$ cat src/design/tmr_defs.svh
// Register offsets, field positions, reset values and timing counts
`ifndef TMR_DEFS_SVH
`define TMR_DEFS_SVH
`define TMR_ADDR_W        4
`define TMR_OFF_CTRL_A    4'h0
`define TMR_OFF_CTRL_B    4'h1
`define TMR_OFF_CNT_L     4'h2
`define TMR_OFF_CNT_H     4'h3
`define TMR_OFF_CMPA_L    4'h4
`define TMR_OFF_CMPA_H    4'h5
`define TMR_OFF_CMPB_L    4'h6
`define TMR_OFF_CMPB_H    4'h7
`define TMR_OFF_CAP_L     4'h8
`define TMR_OFF_CAP_H     4'h9
`define TMR_OFF_FLAG      4'ha
`define TMR_OFF_MASK      4'hb
`define TMR_FLD_OVF       0
`define TMR_FLD_CMPA      1
`define TMR_FLD_CMPB      2
`define TMR_FLD_CAP       3
`define TMR_CTRLB_CS_LSB  0
`define TMR_CTRLB_WGM_LSB 3
`define TMR_CTRLB_CAPEDGE 5
`define TMR_CTRLB_NCE     6
`define TMR_CTRLB_CAPSRC  7
`define TMR_CTRLA_WAVA    0
`define TMR_CTRLA_WAVB    1
`define TMR_RST_BYTE      8'h00
`define TMR_ITEM_A        16'h0000
`define TMR_MAX           16'hffff
`define TMR_TOP_8         16'h00ff
`define TMR_TOP_9         16'h01ff
`define TMR_TOP_10        16'h03ff
`define TMR_NC_SAMPLES    4
`endif

$ cat src/design/tmr_pkg.sv
// Types shared by the timer design
package tmr_pkg;
    typedef enum logic [2:0] {
        TMR_CS_STOP = 3'b000,
        TMR_CS_DIV1 = 3'b001,
        TMR_CS_DIV8 = 3'b010,
        TMR_CS_D64  = 3'b011,
        TMR_CS_D256 = 3'b100,
        TMR_CS_D1K  = 3'b101,
        TMR_CS_EXTF = 3'b110,
        TMR_CS_EXTR = 3'b111
    } tmr_cs_type;
    typedef enum logic [1:0] {
        TMR_WGM_NORMAL = 2'b00,
        TMR_WGM_CTCA   = 2'b01,
        TMR_WGM_PWM    = 2'b10,
        TMR_WGM_PCPWM  = 2'b11
    } tmr_wgm_type;
    typedef logic [7:0] tmr_byte_type;
endpackage

$ cat src/design/tmr_core.sv
// 16-bit timer/counter with shared high-byte holding register
// How it works
// RULE1: Counter, compares, capture are 16-bit byte pairs
// RULE2: One shared 8-bit high-byte holding register
// RULE3: Low-byte write loads holding plus low byte
// RULE4: Low-byte read copies high byte to holding
// RULE5: Compare high reads bypass the holding register
// RULE6: Host writes high first, reads low first
// RULE7: Tick from prescaler or pin edge; none stops
// RULE8: Compare matches set compare flags
// RULE9: Compare results drive waveform output pins
// RULE10: Capture edge stores counter into capture
// RULE11: Capture input passes a noise filter
// RULE12: TOP fixed, compare A or capture by mode
// RULE13: Compare A as TOP is double buffered in PWM modes; CTC loads it immediately
// RULE14: Zero is item_a, all ones is max
// RULE15: Four flags visible, each masked individually
// RULE16: Control registers plain 8-bit read/write
// RULE17: Host counter write beats count and clear
// RULE18: Counter clears, increments or decrements per tick
// RULE19: High-byte write only loads holding register
// RULE20: Count/capture high read returns holding register
//
// The strobed register port and the register addresses were chosen for this implementation.
`timescale 1ns/1ps
`default_nettype none
`include "tmr_defs.svh"
module tmr_core #(
    parameter int NC_SAMPLES = `TMR_NC_SAMPLES
) (
    input  wire logic                   i_clk_sys,
    input  wire logic                   i_rst_n,
    input  wire logic [`TMR_ADDR_W-1:0] i_addr,
    input  wire tmr_pkg::tmr_byte_type  i_wdata,
    input  wire logic                   i_wr,
    input  wire logic                   i_rd,
    input  wire logic                   i_external_count_pin,
    input  wire logic                   i_capture_input_pin,
    input  wire logic                   i_comparator_out,
    output var tmr_pkg::tmr_byte_type   o_rdata,
    output logic                        o_compare_output_a,
    output logic                        o_compare_output_b,
    output logic [3:0]                  o_irq_request
);
    import tmr_pkg::*;

    ////////////////////////////////////////////////////////////////////////
    // Reset release and pin synchronisers
    logic [1:0] rst_sync_q;
    logic       rst_n;
    logic [1:0] ext_sync_q, icp_sync_q, acp_sync_q;
    logic       ext_prev_q;

    always_ff @(posedge i_clk_sys or negedge i_rst_n) begin
        if (!i_rst_n) begin
            rst_sync_q <= 2'b00;
        end else begin
            rst_sync_q <= {rst_sync_q[0], 1'b1};
        end
    end
    assign rst_n = rst_sync_q[1];

    always_ff @(posedge i_clk_sys or negedge rst_n) begin
        if (!rst_n) begin
            ext_sync_q <= 2'b00;
            icp_sync_q <= 2'b00;
            acp_sync_q <= 2'b00;
            ext_prev_q <= 1'b0;
        end else begin
            ext_sync_q <= {ext_sync_q[0], i_external_count_pin};
            icp_sync_q <= {icp_sync_q[0], i_capture_input_pin};
            acp_sync_q <= {acp_sync_q[0], i_comparator_out};
            ext_prev_q <= ext_sync_q[1];
        end
    end

    ////////////////////////////////////////////////////////////////////////
    // Registers and address decode
    tmr_byte_type control_a_q, control_b_q, holding_q;
    tmr_byte_type irq_mask_reg_q;
    logic [3:0]   irq_flag_reg_q;
    logic [15:0]  count_value_q, compare_value_a_q, compare_value_b_q;
    logic [15:0]  cmpa_buf_q, cmpb_buf_q, capture_value_q;
    logic [9:0]   pre_cnt_q;

    function automatic logic hit(input logic [`TMR_ADDR_W-1:0] off,
                                 input logic [`TMR_ADDR_W-1:0] a);
        return a == off;
    endfunction

    wire         wr_cnt_l  = i_wr && hit(`TMR_OFF_CNT_L, i_addr);
    wire         wr_cmpa_l = i_wr && hit(`TMR_OFF_CMPA_L, i_addr);
    wire         wr_cmpb_l = i_wr && hit(`TMR_OFF_CMPB_L, i_addr);
    wire         wr_cap_l  = i_wr && hit(`TMR_OFF_CAP_L, i_addr);
    wire         wr_high   = i_wr && i_addr[0] && (i_addr >= `TMR_OFF_CNT_H)
                             && (i_addr <= `TMR_OFF_CAP_H);
    wire         rd_cnt_l  = i_rd && hit(`TMR_OFF_CNT_L, i_addr);
    wire         rd_cap_l  = i_rd && hit(`TMR_OFF_CAP_L, i_addr);
    wire [15:0]  wr_word   = {holding_q, i_wdata}; // RULE3

    wire tmr_cs_type  cs  = tmr_cs_type'(control_b_q[`TMR_CTRLB_CS_LSB +: 3]);
    wire tmr_wgm_type wgm =
        tmr_wgm_type'(control_b_q[`TMR_CTRLB_WGM_LSB +: 2]);
    wire [1:0]   top_sel  = control_a_q[3:2];

    ////////////////////////////////////////////////////////////////////////
    // Clock select and prescaler
    logic tick;
    always_comb begin
        case (cs) // RULE7
            TMR_CS_STOP: tick = 1'b0;
            TMR_CS_DIV1: tick = 1'b1;
            TMR_CS_DIV8: tick = pre_cnt_q[2:0] == 3'h7;
            TMR_CS_D64:  tick = pre_cnt_q[5:0] == 6'h3f;
            TMR_CS_D256: tick = pre_cnt_q[7:0] == 8'hff;
            TMR_CS_D1K:  tick = pre_cnt_q == 10'h3ff;
            TMR_CS_EXTF: tick = ext_prev_q && !ext_sync_q[1];
            TMR_CS_EXTR: tick = !ext_prev_q && ext_sync_q[1];
            default:     tick = 1'b0;
        endcase
    end

    ////////////////////////////////////////////////////////////////////////
    // TOP selection and counting
    logic [15:0] top;
    always_comb begin
        if (wgm == TMR_WGM_NORMAL) begin
            top = `TMR_MAX; // RULE14
        end else if (wgm == TMR_WGM_CTCA || top_sel == 2'b11) begin
            top = compare_value_a_q; // RULE12
        end else begin
            case (top_sel) // RULE12
                2'b00:   top = `TMR_TOP_8;
                2'b01:   top = `TMR_TOP_9;
                2'b10:   top = `TMR_TOP_10;
                default: top = capture_value_q;
            endcase
        end
    end
    wire use_a_top = (wgm != TMR_WGM_NORMAL) &&
                     (wgm == TMR_WGM_CTCA || top_sel == 2'b11);
    wire use_cap_top = (wgm == TMR_WGM_PWM || wgm == TMR_WGM_PCPWM) &&
                       top_sel == 2'b00 && control_a_q[4];
    wire [15:0] top_eff = use_cap_top ? capture_value_q : top;

    logic        dir_down_q;
    wire at_top    = count_value_q == top_eff;
    wire at_item_a = count_value_q == `TMR_ITEM_A; // RULE14
    wire pcpwm     = wgm == TMR_WGM_PCPWM;
    logic [15:0] cnt_next;
    logic        ovf_ev;
    always_comb begin
        cnt_next = count_value_q + 16'h0001; // RULE18
        ovf_ev   = 1'b0;
        if (pcpwm) begin
            if (dir_down_q) begin
                cnt_next = count_value_q - 16'h0001;
                ovf_ev   = count_value_q == 16'h0001;
            end
            if (at_top) begin
                cnt_next = count_value_q - 16'h0001;
            end
        end else if (at_top) begin
            cnt_next = `TMR_ITEM_A;
            ovf_ev   = wgm != TMR_WGM_CTCA;
        end
    end

    // Buffered compares load at top (PWM) or immediately otherwise
    wire pwm_mode  = wgm == TMR_WGM_PWM || pcpwm;
    wire buf_load  = !pwm_mode || (tick && at_top);
    wire match_a   = tick && count_value_q == compare_value_a_q; // RULE8
    wire match_b   = tick && count_value_q == compare_value_b_q; // RULE8

    always_ff @(posedge i_clk_sys or negedge rst_n) begin
        if (!rst_n) begin
            count_value_q <= `TMR_ITEM_A;
            dir_down_q    <= 1'b0;
            pre_cnt_q     <= 10'h000;
        end else begin
            pre_cnt_q <= (cs == TMR_CS_STOP) ? 10'h000 : pre_cnt_q + 10'h001;
            if (wr_cnt_l) begin
                count_value_q <= wr_word; // RULE17
            end else if (tick) begin
                count_value_q <= cnt_next; // RULE18
                if (pcpwm && at_top) begin
                    dir_down_q <= 1'b1;
                end else if (pcpwm && count_value_q == 16'h0001 &&
                             dir_down_q) begin
                    dir_down_q <= 1'b0;
                end else if (!pcpwm) begin
                    dir_down_q <= 1'b0;
                end
            end
        end
    end

    ////////////////////////////////////////////////////////////////////////
    // Compare buffers, capture, noise filter
    logic [NC_SAMPLES-1:0] nc_hist_q;
    logic                  cap_lvl_q, cap_prev_q;
    wire cap_raw = control_b_q[`TMR_CTRLB_CAPSRC] ? acp_sync_q[1]
                                                   : icp_sync_q[1];
    wire nc_all1 = &nc_hist_q;
    wire nc_all0 = ~|nc_hist_q;
    wire cap_in  = control_b_q[`TMR_CTRLB_NCE] ? cap_lvl_q : cap_raw;
    wire cap_ev  = (cap_in != cap_prev_q) &&
                   (cap_in == control_b_q[`TMR_CTRLB_CAPEDGE]);
    wire cap_store = cap_ev && !use_cap_top;

    always_ff @(posedge i_clk_sys or negedge rst_n) begin
        if (!rst_n) begin
            compare_value_a_q <= `TMR_ITEM_A;
            compare_value_b_q <= `TMR_ITEM_A;
            cmpa_buf_q        <= `TMR_ITEM_A;
            cmpb_buf_q        <= `TMR_ITEM_A;
            capture_value_q   <= `TMR_ITEM_A;
            nc_hist_q         <= '0;
            cap_lvl_q         <= 1'b0;
            cap_prev_q        <= 1'b0;
        end else begin
            if (wr_cmpa_l) cmpa_buf_q <= wr_word; // RULE1
            if (wr_cmpb_l) cmpb_buf_q <= wr_word;
            if (buf_load) begin
                compare_value_a_q <= cmpa_buf_q; // RULE13
                compare_value_b_q <= cmpb_buf_q;
            end
            nc_hist_q <= {nc_hist_q[NC_SAMPLES-2:0], cap_raw}; // RULE11
            if (nc_all1) cap_lvl_q <= 1'b1;
            else if (nc_all0) cap_lvl_q <= 1'b0;
            cap_prev_q <= cap_in;
            if (wr_cap_l) begin
                capture_value_q <= wr_word;
            end else if (cap_store) begin
                capture_value_q <= count_value_q; // RULE10
            end
        end
    end

    ////////////////////////////////////////////////////////////////////////
    // Holding register, flags, control, read data
    wire [3:0] flag_set = {cap_ev, match_b, match_a, tick && ovf_ev};
    wire [3:0] flag_clr = (i_wr && hit(`TMR_OFF_FLAG, i_addr))
                          ? i_wdata[3:0] : 4'h0;
    logic [7:0] rd_mux;
    always_comb begin
        case (i_addr)
            `TMR_OFF_CTRL_A: rd_mux = control_a_q; // RULE16
            `TMR_OFF_CTRL_B: rd_mux = control_b_q;
            `TMR_OFF_CNT_L:  rd_mux = count_value_q[7:0];
            `TMR_OFF_CNT_H:  rd_mux = holding_q; // RULE20
            `TMR_OFF_CMPA_L: rd_mux = cmpa_buf_q[7:0];
            `TMR_OFF_CMPA_H: rd_mux = cmpa_buf_q[15:8]; // RULE5
            `TMR_OFF_CMPB_L: rd_mux = cmpb_buf_q[7:0];
            `TMR_OFF_CMPB_H: rd_mux = cmpb_buf_q[15:8]; // RULE5
            `TMR_OFF_CAP_L:  rd_mux = capture_value_q[7:0];
            `TMR_OFF_CAP_H:  rd_mux = holding_q; // RULE20
            `TMR_OFF_FLAG:   rd_mux = {4'h0, irq_flag_reg_q};
            `TMR_OFF_MASK:   rd_mux = {4'h0, irq_mask_reg_q[3:0]};
            default:         rd_mux = 8'h00;
        endcase
    end

    logic oca_q, ocb_q;
    always_ff @(posedge i_clk_sys or negedge rst_n) begin
        if (!rst_n) begin
            holding_q      <= `TMR_RST_BYTE;
            control_a_q    <= `TMR_RST_BYTE;
            control_b_q    <= `TMR_RST_BYTE;
            irq_mask_reg_q <= `TMR_RST_BYTE;
            irq_flag_reg_q <= 4'h0;
            o_rdata        <= 8'h00;
            o_irq_request  <= 4'h0;
            oca_q          <= 1'b0;
            ocb_q          <= 1'b0;
        end else begin
            if (wr_high) begin
                holding_q <= i_wdata; // RULE19 RULE2
            end else if (rd_cnt_l) begin
                holding_q <= count_value_q[15:8]; // RULE4
            end else if (rd_cap_l) begin
                holding_q <= capture_value_q[15:8]; // RULE4
            end
            if (i_wr && hit(`TMR_OFF_CTRL_A, i_addr)) control_a_q <= i_wdata;
            if (i_wr && hit(`TMR_OFF_CTRL_B, i_addr)) control_b_q <= i_wdata;
            if (i_wr && hit(`TMR_OFF_MASK, i_addr)) begin
                irq_mask_reg_q <= {4'h0, i_wdata[3:0]};
            end
            // Set wins over write-one-to-clear
            irq_flag_reg_q <= (irq_flag_reg_q & ~flag_clr) | flag_set;
            o_irq_request  <= irq_flag_reg_q & irq_mask_reg_q[3:0]; // RULE15
            o_rdata <= i_rd ? rd_mux : 8'h00;
            // Toggle on match or set-at-item_a/clear-on-match PWM
            if (pwm_mode) begin
                oca_q <= use_a_top ? 1'b0
                         : (count_value_q < compare_value_a_q); // RULE9 RULE13
                ocb_q <= count_value_q < compare_value_b_q; // RULE9
            end else begin
                if (match_a && control_a_q[`TMR_CTRLA_WAVA]) oca_q <= !oca_q;
                if (match_b && control_a_q[`TMR_CTRLA_WAVB]) ocb_q <= !ocb_q;
            end
        end
    end
    assign o_compare_output_a = oca_q;
    assign o_compare_output_b = ocb_q;

    ////////////////////////////////////////////////////////////////////////
    // Assertions
    property p_low_write; // RULE3
        @(posedge i_clk_sys) disable iff (!rst_n)
        wr_cnt_l |=> count_value_q == $past(wr_word);
    endproperty
    a_low_write: assert property (p_low_write) // RULE3
        else $error("count low write did not load word");
    property p_low_read; // RULE4
        @(posedge i_clk_sys) disable iff (!rst_n)
        rd_cnt_l && !i_wr |=> holding_q == $past(count_value_q[15:8]);
    endproperty
    a_low_read: assert property (p_low_read) // RULE4
        else $error("holding not loaded on low read");
    property p_high_write; // RULE19
        @(posedge i_clk_sys) disable iff (!rst_n)
        wr_high && !tick |=> count_value_q == $past(count_value_q);
    endproperty
    a_high_write: assert property (p_high_write) // RULE19
        else $error("high write changed counter");
    property p_stop; // RULE7
        @(posedge i_clk_sys) disable iff (!rst_n)
        cs == TMR_CS_STOP && !wr_cnt_l |=> $stable(count_value_q);
    endproperty
    a_stop: assert property (p_stop) // RULE7
        else $error("counter moved with no source");
    property p_flag_a; // RULE8
        @(posedge i_clk_sys) disable iff (!rst_n)
        match_a |=> irq_flag_reg_q[`TMR_FLD_CMPA];
    endproperty
    a_flag_a: assert property (p_flag_a) // RULE8
        else $error("compare flag a missing");
    property p_capture; // RULE10
        @(posedge i_clk_sys) disable iff (!rst_n)
        cap_store && !wr_cap_l |=> capture_value_q == $past(count_value_q);
    endproperty
    a_capture: assert property (p_capture) // RULE10
        else $error("capture did not store counter");
    property p_irq; // RULE15
        @(posedge i_clk_sys) disable iff (!rst_n)
        ##1 o_irq_request == $past(irq_flag_reg_q & irq_mask_reg_q[3:0]);
    endproperty
    a_irq: assert property (p_irq) // RULE15
        else $error("interrupt request not masked flag");
    property p_rdata_cmpa; // RULE5
        @(posedge i_clk_sys) disable iff (!rst_n)
        i_rd && i_addr==`TMR_OFF_CMPA_H |=> o_rdata == $past(cmpa_buf_q[15:8]);
    endproperty
    a_rdata_cmpa: assert property (p_rdata_cmpa) // RULE5
        else $error("compare high read wrong");
    c_capture: cover property (@(posedge i_clk_sys) disable iff (!rst_n)
        cap_store);
    c_ovf: cover property (@(posedge i_clk_sys) disable iff (!rst_n)
        tick && ovf_ev);
    c_pair: cover property (@(posedge i_clk_sys) disable iff (!rst_n)
        wr_high ##1 wr_cnt_l);
endmodule
`default_nettype wire

$ cat config.mk
export PLATFORM = sky130hd
export DESIGN_NAME = tmr_core
export DESIGN_NICKNAME = d
export VERILOG_FILES = /design/src/design/tmr_pkg.sv /design/src/design/tmr_core.sv
export VERILOG_INCLUDE_DIRS = /design/src /design/src/design
export SDC_FILE = /design/constraint.sdc
export NUM_CORES = 1
export LEC_CHECK = 0
export BUFFER_PORTS_ARGS = -buffer_cell sky130_fd_sc_hd__buf_2
export CAP_MARGIN = 30
export CORE_MARGIN = 10
export CORE_UTILIZATION = 52
export CTS_BUF_LIST = sky130_fd_sc_hd__clkbuf_8
export CTS_CLUSTER_DIAMETER = 150
export CTS_CLUSTER_SIZE = 10
export DETAILED_ROUTE_END_ITERATION = 7
export GPL_ROUTABILITY_DRIVEN = 0
export HOLD_SLACK_MARGIN = 0.1
export PLACE_DENSITY_LB_ADDON = 0.2
export SYNTH_ARGS = -nofsm -noshare
export SYNTH_HDL_FRONTEND = slang
export SYNTH_SLANG_ARGS = --single-unit
$ cat constraint.sdc
create_clock -name i_clk_sys -period 9.3 [get_ports i_clk_sys]
set_input_delay 0.93 -clock i_clk_sys [delete_from_list [all_inputs] [get_ports i_clk_sys]]
set_output_delay 0.93 -clock i_clk_sys [all_outputs]
set_load 0.03 [all_outputs]
==> impl_metrics.ini, run 1 <==
[worst_setup_path]
cp-start-kind = flip-flop
crit_required_ns = 9.70
max_stage_delay_ns = 0.80
path_class = flip-flop to flip-flop
worstPathArrival_ns = 4.26
r2r_setup_slack_ns = 5.44
timing.critical_path.to_type = flip-flop
crit_chain = ha_1 > a21boi_0 > a21oi_1 > o32ai_1 > a211oi_1 > and4_4 > a31oi_2 > a211o_1 > a41oi_1 > a21oi_1
path_max_fanout = 18
crit_buf_inv = 0
cpMostUsedCell = a21oi_1
cp_top_family = compound AO/OA/AOI/OAI gates
cp_slowest_cell = a31oi_2

[cts]
cts.hold.buffers_added = 0
cts_setup_buffers = 0
cts.sinks = 168
ctsHtreeMaxLevel = 4
post_cts_resized = 0
clkTransAtPathRegs_ns = 0.10
cts_root_buf = clkbuf_8
cts_tree = built
clk_path_buf_depth = 2
cts_buffers = 17
clk_latency_ns = 0.48

[global_routing]
gr-usage-all-layers = 0.2315
antenna_found_initial = 0
overflow = 0
grt_pass1_vias = 7887
grt_pass1_wl_mm = 46.55
grt_max_degree = 64

[power]
vdd.ir_drop.worst_mv = 0.2025
leakage_nw = 4.765
p_per_area_mw_per_mm2 = 271.6

[hold_path]
hp-class = input port to asynchronous set/reset pin

[yosys]
ys_ff_latch = 168
dominantRegCellSynth = dfrtp_1
synth_fp_nets = 1085
synth_cell_types = 84
yosys-top-cells-area = dfrtp_1 42%, mux2_2 10%, ha_1 5.1%
yosysSeqAreaShare = 0.4181
synth-warning-count = 0
synth_cells = 1025
synth_area_mm2 = 0.01005
synth_edf_count = 0
avgSynthCellArea_um2 = 9.809
synth-async-reset-ratio = 1.000
synth_top_area_share = 0.4181
yosys.area.top_type = dfrtp_1

[final_layout]
antenna_cells = 0
drive_gt1_frac = 0.1797
multi_input_area_mm2 = 0.005403
register_area_mm2 = 0.004208
area_growth_syn_to_layout_pct = 7.081
layout.cells.non_filler = 1295
nets = 1082
nFillCells = 1670

[timing]
setup_violations = 0
rsz0062_at_grt = no
fmax_mhz = 258.8
hold_violations = 0
fin_skew_ns = 0.02556
slew_violations = 0
finalSetupTns_ns = 0
post-route-period-util = 0.4155
min_period_ns = 3.864
worstMarginPinSlew_ns = 0.9768
slew_headroom = 0.3467

[drt]
wire_per_inst_um = 23.16
drtIter0Drc = 963
via_count = 8289
via_per_inst = 6.401
first_pass_iters = 6
ant_nets = 0
drc = 0
wirelength_mm = 30.00

[floorplanning]
rows = 50
die_w_um = 159.1
start_util = 0.5322
dieArea_mm2 = 0.02530
core-area_mm2 = 0.01889
num_io_pins = 33
die_h_um = 159.1

[outcome]
status = finished, final reports clean

[run]
drv_cap = 0

[place]
place_inst = 1263
dp_hpwl_mm = 21.73
io_buffers = 32
## cell type report
cell class / count / share of cell area
Clock inverter: 15 / 0.01488
Multi-Input combinational cell: 745 / 0.5018
Sequential cell: 168 / 0.3908
Timing Repair Buffer: 43 / 0.02406
Tap cell: 260 / 0.03021
Clock buffer: 17 / 0.02173
Inverter: 47 / 0.01650
## cells in the final DEF, fill, tap and decap left out, types with 19 or more instances in the layout
master / Yosys / final
inv_1: 45 / 46
nor3_1: 19 / 19
a21oi_1: 52 / 52
nor2_1: 70 / 70
nand3_1: 34 / 34
buf_2: 12 / 33
ha_1: 41 / 41
dfrtp_1: 168 / 167
a31oi_1: 19 / 19
mux2_2: 90 / 90
mux2i_1: 31 / 31
nand2_1: 79 / 79
nor2b_1: 22 / 22
o21ai_0: 41 / 41
## power breakdown
part	switching [mW]	internal, mW
sequential	0.354	0.948
combinational	0.598	0.510
clock	0.315	0.200
## cell families (layout without fill, tap and decap cells)
group           after synthesis  after routing  share of synthesized area
other cells                   1              1                  0.0003730
flops                       168            168                     0.4181
mux                         125            125                     0.1395
compound gates              245            245                     0.1684
simple gates                314            314                     0.1611
xor+xnor                     19             19                    0.01655
fa+ha+maj                    41             41                    0.05102
buf+inv                     112            122                    0.04492
## worst reg2reg max path, delay by kind of cell (launching register included)
kind	cells	cell delay (ns)
AO/OA/AOI/OAI	8	2.51
adder cells (fa/ha/maj)	1	0.60
flip-flops	1	0.45
AND/OR/NAND/NOR	1	0.24
## routing by layer
layer  share of wire  GRT usage
met3           0.086    0.03589
met2            0.46     0.3665
met4           0.025    0.06824
met1            0.43     0.3201
met5               0          0
## synthesized netlist by cell type (all sizes together) (3+ instances only)
library cell	number
dfrtp	168
mux2	91
nand2	79
nor2	70
a21oi	52
inv	46
o21ai	44
clkbuf	41
ha	41
nand3	36
mux2i	31
buf	24
nor2b	23
a31oi	20
nor3	19
and2	18
a22oi	17
and3	14
nand4	13
o21a	13
o22ai	12
a22o	10
xor2	10
a221oi	9
o221ai	9
xnor2	9
a21o	8
nand2b	8
a211o	6
or4	6
a32oi	5
nand3b	5
o31ai	5
or3	5
a211oi	4
a311o	4
and4	4
nor4	4
a21boi	3
a41oi	3
mux4	3
## final timing paths
| check | end | from | depth (start not counted) |
|---|---|---|---|
| setup / recovery | count_value_q[2] | control_a_q[3] | 10 |
| hold / removal | rst_sync_q[1] | i_rst_n | 1 |
| setup reg to reg | count_value_q[2] | control_a_q[3] | 10 |
| hold reg to reg | icp_sync_q[1] | rst_sync_q[1] | 0 |
| max in group asynchronous | count_value_q[1] | rst_sync_q[1] | 1 |
| min in group i_clk_sys | acp_sync_q[1] | acp_sync_q[0] | 0 |
## sequential cells by signal (all words and copies together), names as in the netlist, 10 cells and up
signal and count:
count_value_q 16, compare_value_a_q 16, cmpb_buf_q 16, pre_cnt_q 10, cmpa_buf_q 16, capture_value_q 16
compare_value_b_q 16
## metrics by stage
step	cell area [um^2]	power, mW	hold slack [ns]	util	setup WS (ns)
final	10770	2.925	0.2207	0.5699	5.436
after global routing	10770	3.112	0.1891	0.5699	5.221
after CTS	10770	2.915	0.1952	0.5699	5.553
after detailed placement	10370	2.399	0.3356	0.5490	5.548
after global placement	10330	2.358	0.3338	0.5466	5.582
after floorplan	10050	2.015	0.3312	-	4.272
No activity file was read; power rests on OpenSTA's default activity.
==> inputs of run 2 (changes only) <==
==> constraint.sdc (replaced) <==
create_clock -name i_clk_sys -period 3.9 [get_ports i_clk_sys]
set_input_delay 0.39 -clock i_clk_sys [delete_from_list [all_inputs] [get_ports i_clk_sys]]
set_output_delay 0.39 -clock i_clk_sys [all_outputs]
set_load 0.03 [all_outputs]
==> impl_metrics.ini, run 2 (same netlist as run 1, synthesis figures left out) <==
[outcome]
status = finished, final reports clean

[power]
p_per_area_mw_per_mm2 = 648.6
leakage_nw = 4.888
vdd.ir_drop.worst_mv = 0.3670

[cts]
clkTransAtPathRegs_ns = 0.11
cts_buffers = 17
cts_root_buf = clkbuf_8
clk_latency_ns = 0.48
cts_tree = built
cts.sinks = 168
clk_path_buf_depth = 2
post_cts_resized = 0
ctsHtreeMaxLevel = 4

[timing]
post-route-period-util = 0.9593
rsz0062_at_grt = no
slew_headroom = 0.3482
worstMarginPinSlew_ns = 0.9745
fmax_mhz = 267.3
setup_violations = 0
finalSetupTns_ns = 0
slew_violations = 0
min_period_ns = 3.741
hold_violations = 0
fin_skew_ns = 0.01357

[worst_setup_path]
crit_required_ns = 4.30
r2r-start = control_a_q[3]
worstPathArrival_ns = 4.14
r2r-end = count_value_q[14]
r2r_setup_slack_ns = 0.16
path_class = flip-flop to flip-flop
path_max_fanout = 18
startpoint = control_a_q[3]
endpoint = count_value_q[14]
worst-r2r-cell-count = 11
cp-start-kind = flip-flop
timing.critical_path.to_type = flip-flop

[hold_path]
hp-class = input port to asynchronous set/reset pin

[drt]
via_count = 8433
wirelength_mm = 30.72
drtIter0Drc = 857
first_pass_iters = 6
drc = 0
via_per_inst = 6.393
ant_nets = 0
wire_per_inst_um = 23.29

[floorplanning]
die_h_um = 159.1
start_util = 0.5322
die_w_um = 159.1
dieArea_mm2 = 0.02530
num_io_pins = 33
core-area_mm2 = 0.01889
rows = 50

[place]
dp_hpwl_mm = 22.27
io_buffers = 32

[global_routing]
grt_pass1_wl_mm = 47.67
grt_pass1_vias = 8068
grt_max_degree = 76
antenna_found_initial = 1
gr-usage-all-layers = 0.2382
overflow = 0

[final_layout]
area_growth_syn_to_layout_pct = 9.159
final_cell_mix = 167 x dfrtp_1, 90 x mux2_2, 79 x nand2_1
final_common_cell = dfrtp_1
final_core_util = 0.5809
antenna_cells = 0
drive_gt1_frac = 0.1955
nets = 1106

[run]
drv_cap = 0
## run 2: metal layers
layer	routed length, um	global-route usage
met5	0	0
met4	802	0.07161
met3	2223	0.04699
met2	13910	0.3675
met1	13780	0.3309
## run 2: repair_timing
action | 4_1_cts | 5_1_grt
setup buffers | 0 | 0
hold buffers | 4 | 0
hold endpoints to repair | 5 | 0
## run 2: power breakdown
| group | leakage [nW] | internal, mW | switching, mW | total, mW |
|---|---|---|---|---|
| logic | 2.63 | 1.26 | 1.53 | 2.79 |
| registers | 2.05 | 2.26 | 0.746 | 3.01 |
| clock network | 0.208 | 0.543 | 0.775 | 1.32 |
## run 2: critical path, stage by stage (launching register included)
cell      delay (ns)
dfrtp_1         0.46
ha_1            0.36
buf_4           0.24
nor2b_1         0.07
o21ai_1         0.42
o221ai_1        0.29
nand3_1         0.15
and4bb_2        0.30
a31oi_2         0.81
a21oi_1         0.14
o22a_1          0.25
a31oi_1         0.17
## run 2: how the worst min path moves through the flow
| stage | startpoint | end | slack [ns] |
|---|---|---|---|
| global route | i_rst_n | rst_sync_q[1] | 0.18 |
| detailed placement | i_rst_n | rst_sync_q[0] | 0.18 |
| floorplan | i_rst_n | rst_sync_q[0] | 0.09 |
| global placement | i_rst_n | rst_sync_q[0] | 0.18 |
| CTS | i_rst_n | rst_sync_q[1] | 0.16 |
| finish | i_rst_n | rst_sync_q[1] | 0.19 |
## run 2: stage by stage
stage               total power, mW  hold WS (ns)  cells  worst slack (ns)  cell area [um^2]
floorplan                     4.803       0.09441   1025            0.9645             10060
global placement              5.673        0.1756   1282            0.4459             10510
detailed placement            5.752        0.1782   1283            0.3312             10520
CTS                           7.078        0.1621   1319            0.3075             10980
global route                  7.574        0.1781   1319         0.0003784             10980
finish                        7.118        0.1928   1319            0.1587             10980
## run 2: final cells by class
cell class	instances	area, um^2
clock buffer	17	234.0
clock inverter	15	185.2
fill	1663	7918
inverter	47	177.7
multi-input combinational	745	5403
sequential	168	4208
tap	260	325.3
timing repair buffer	67	442.9
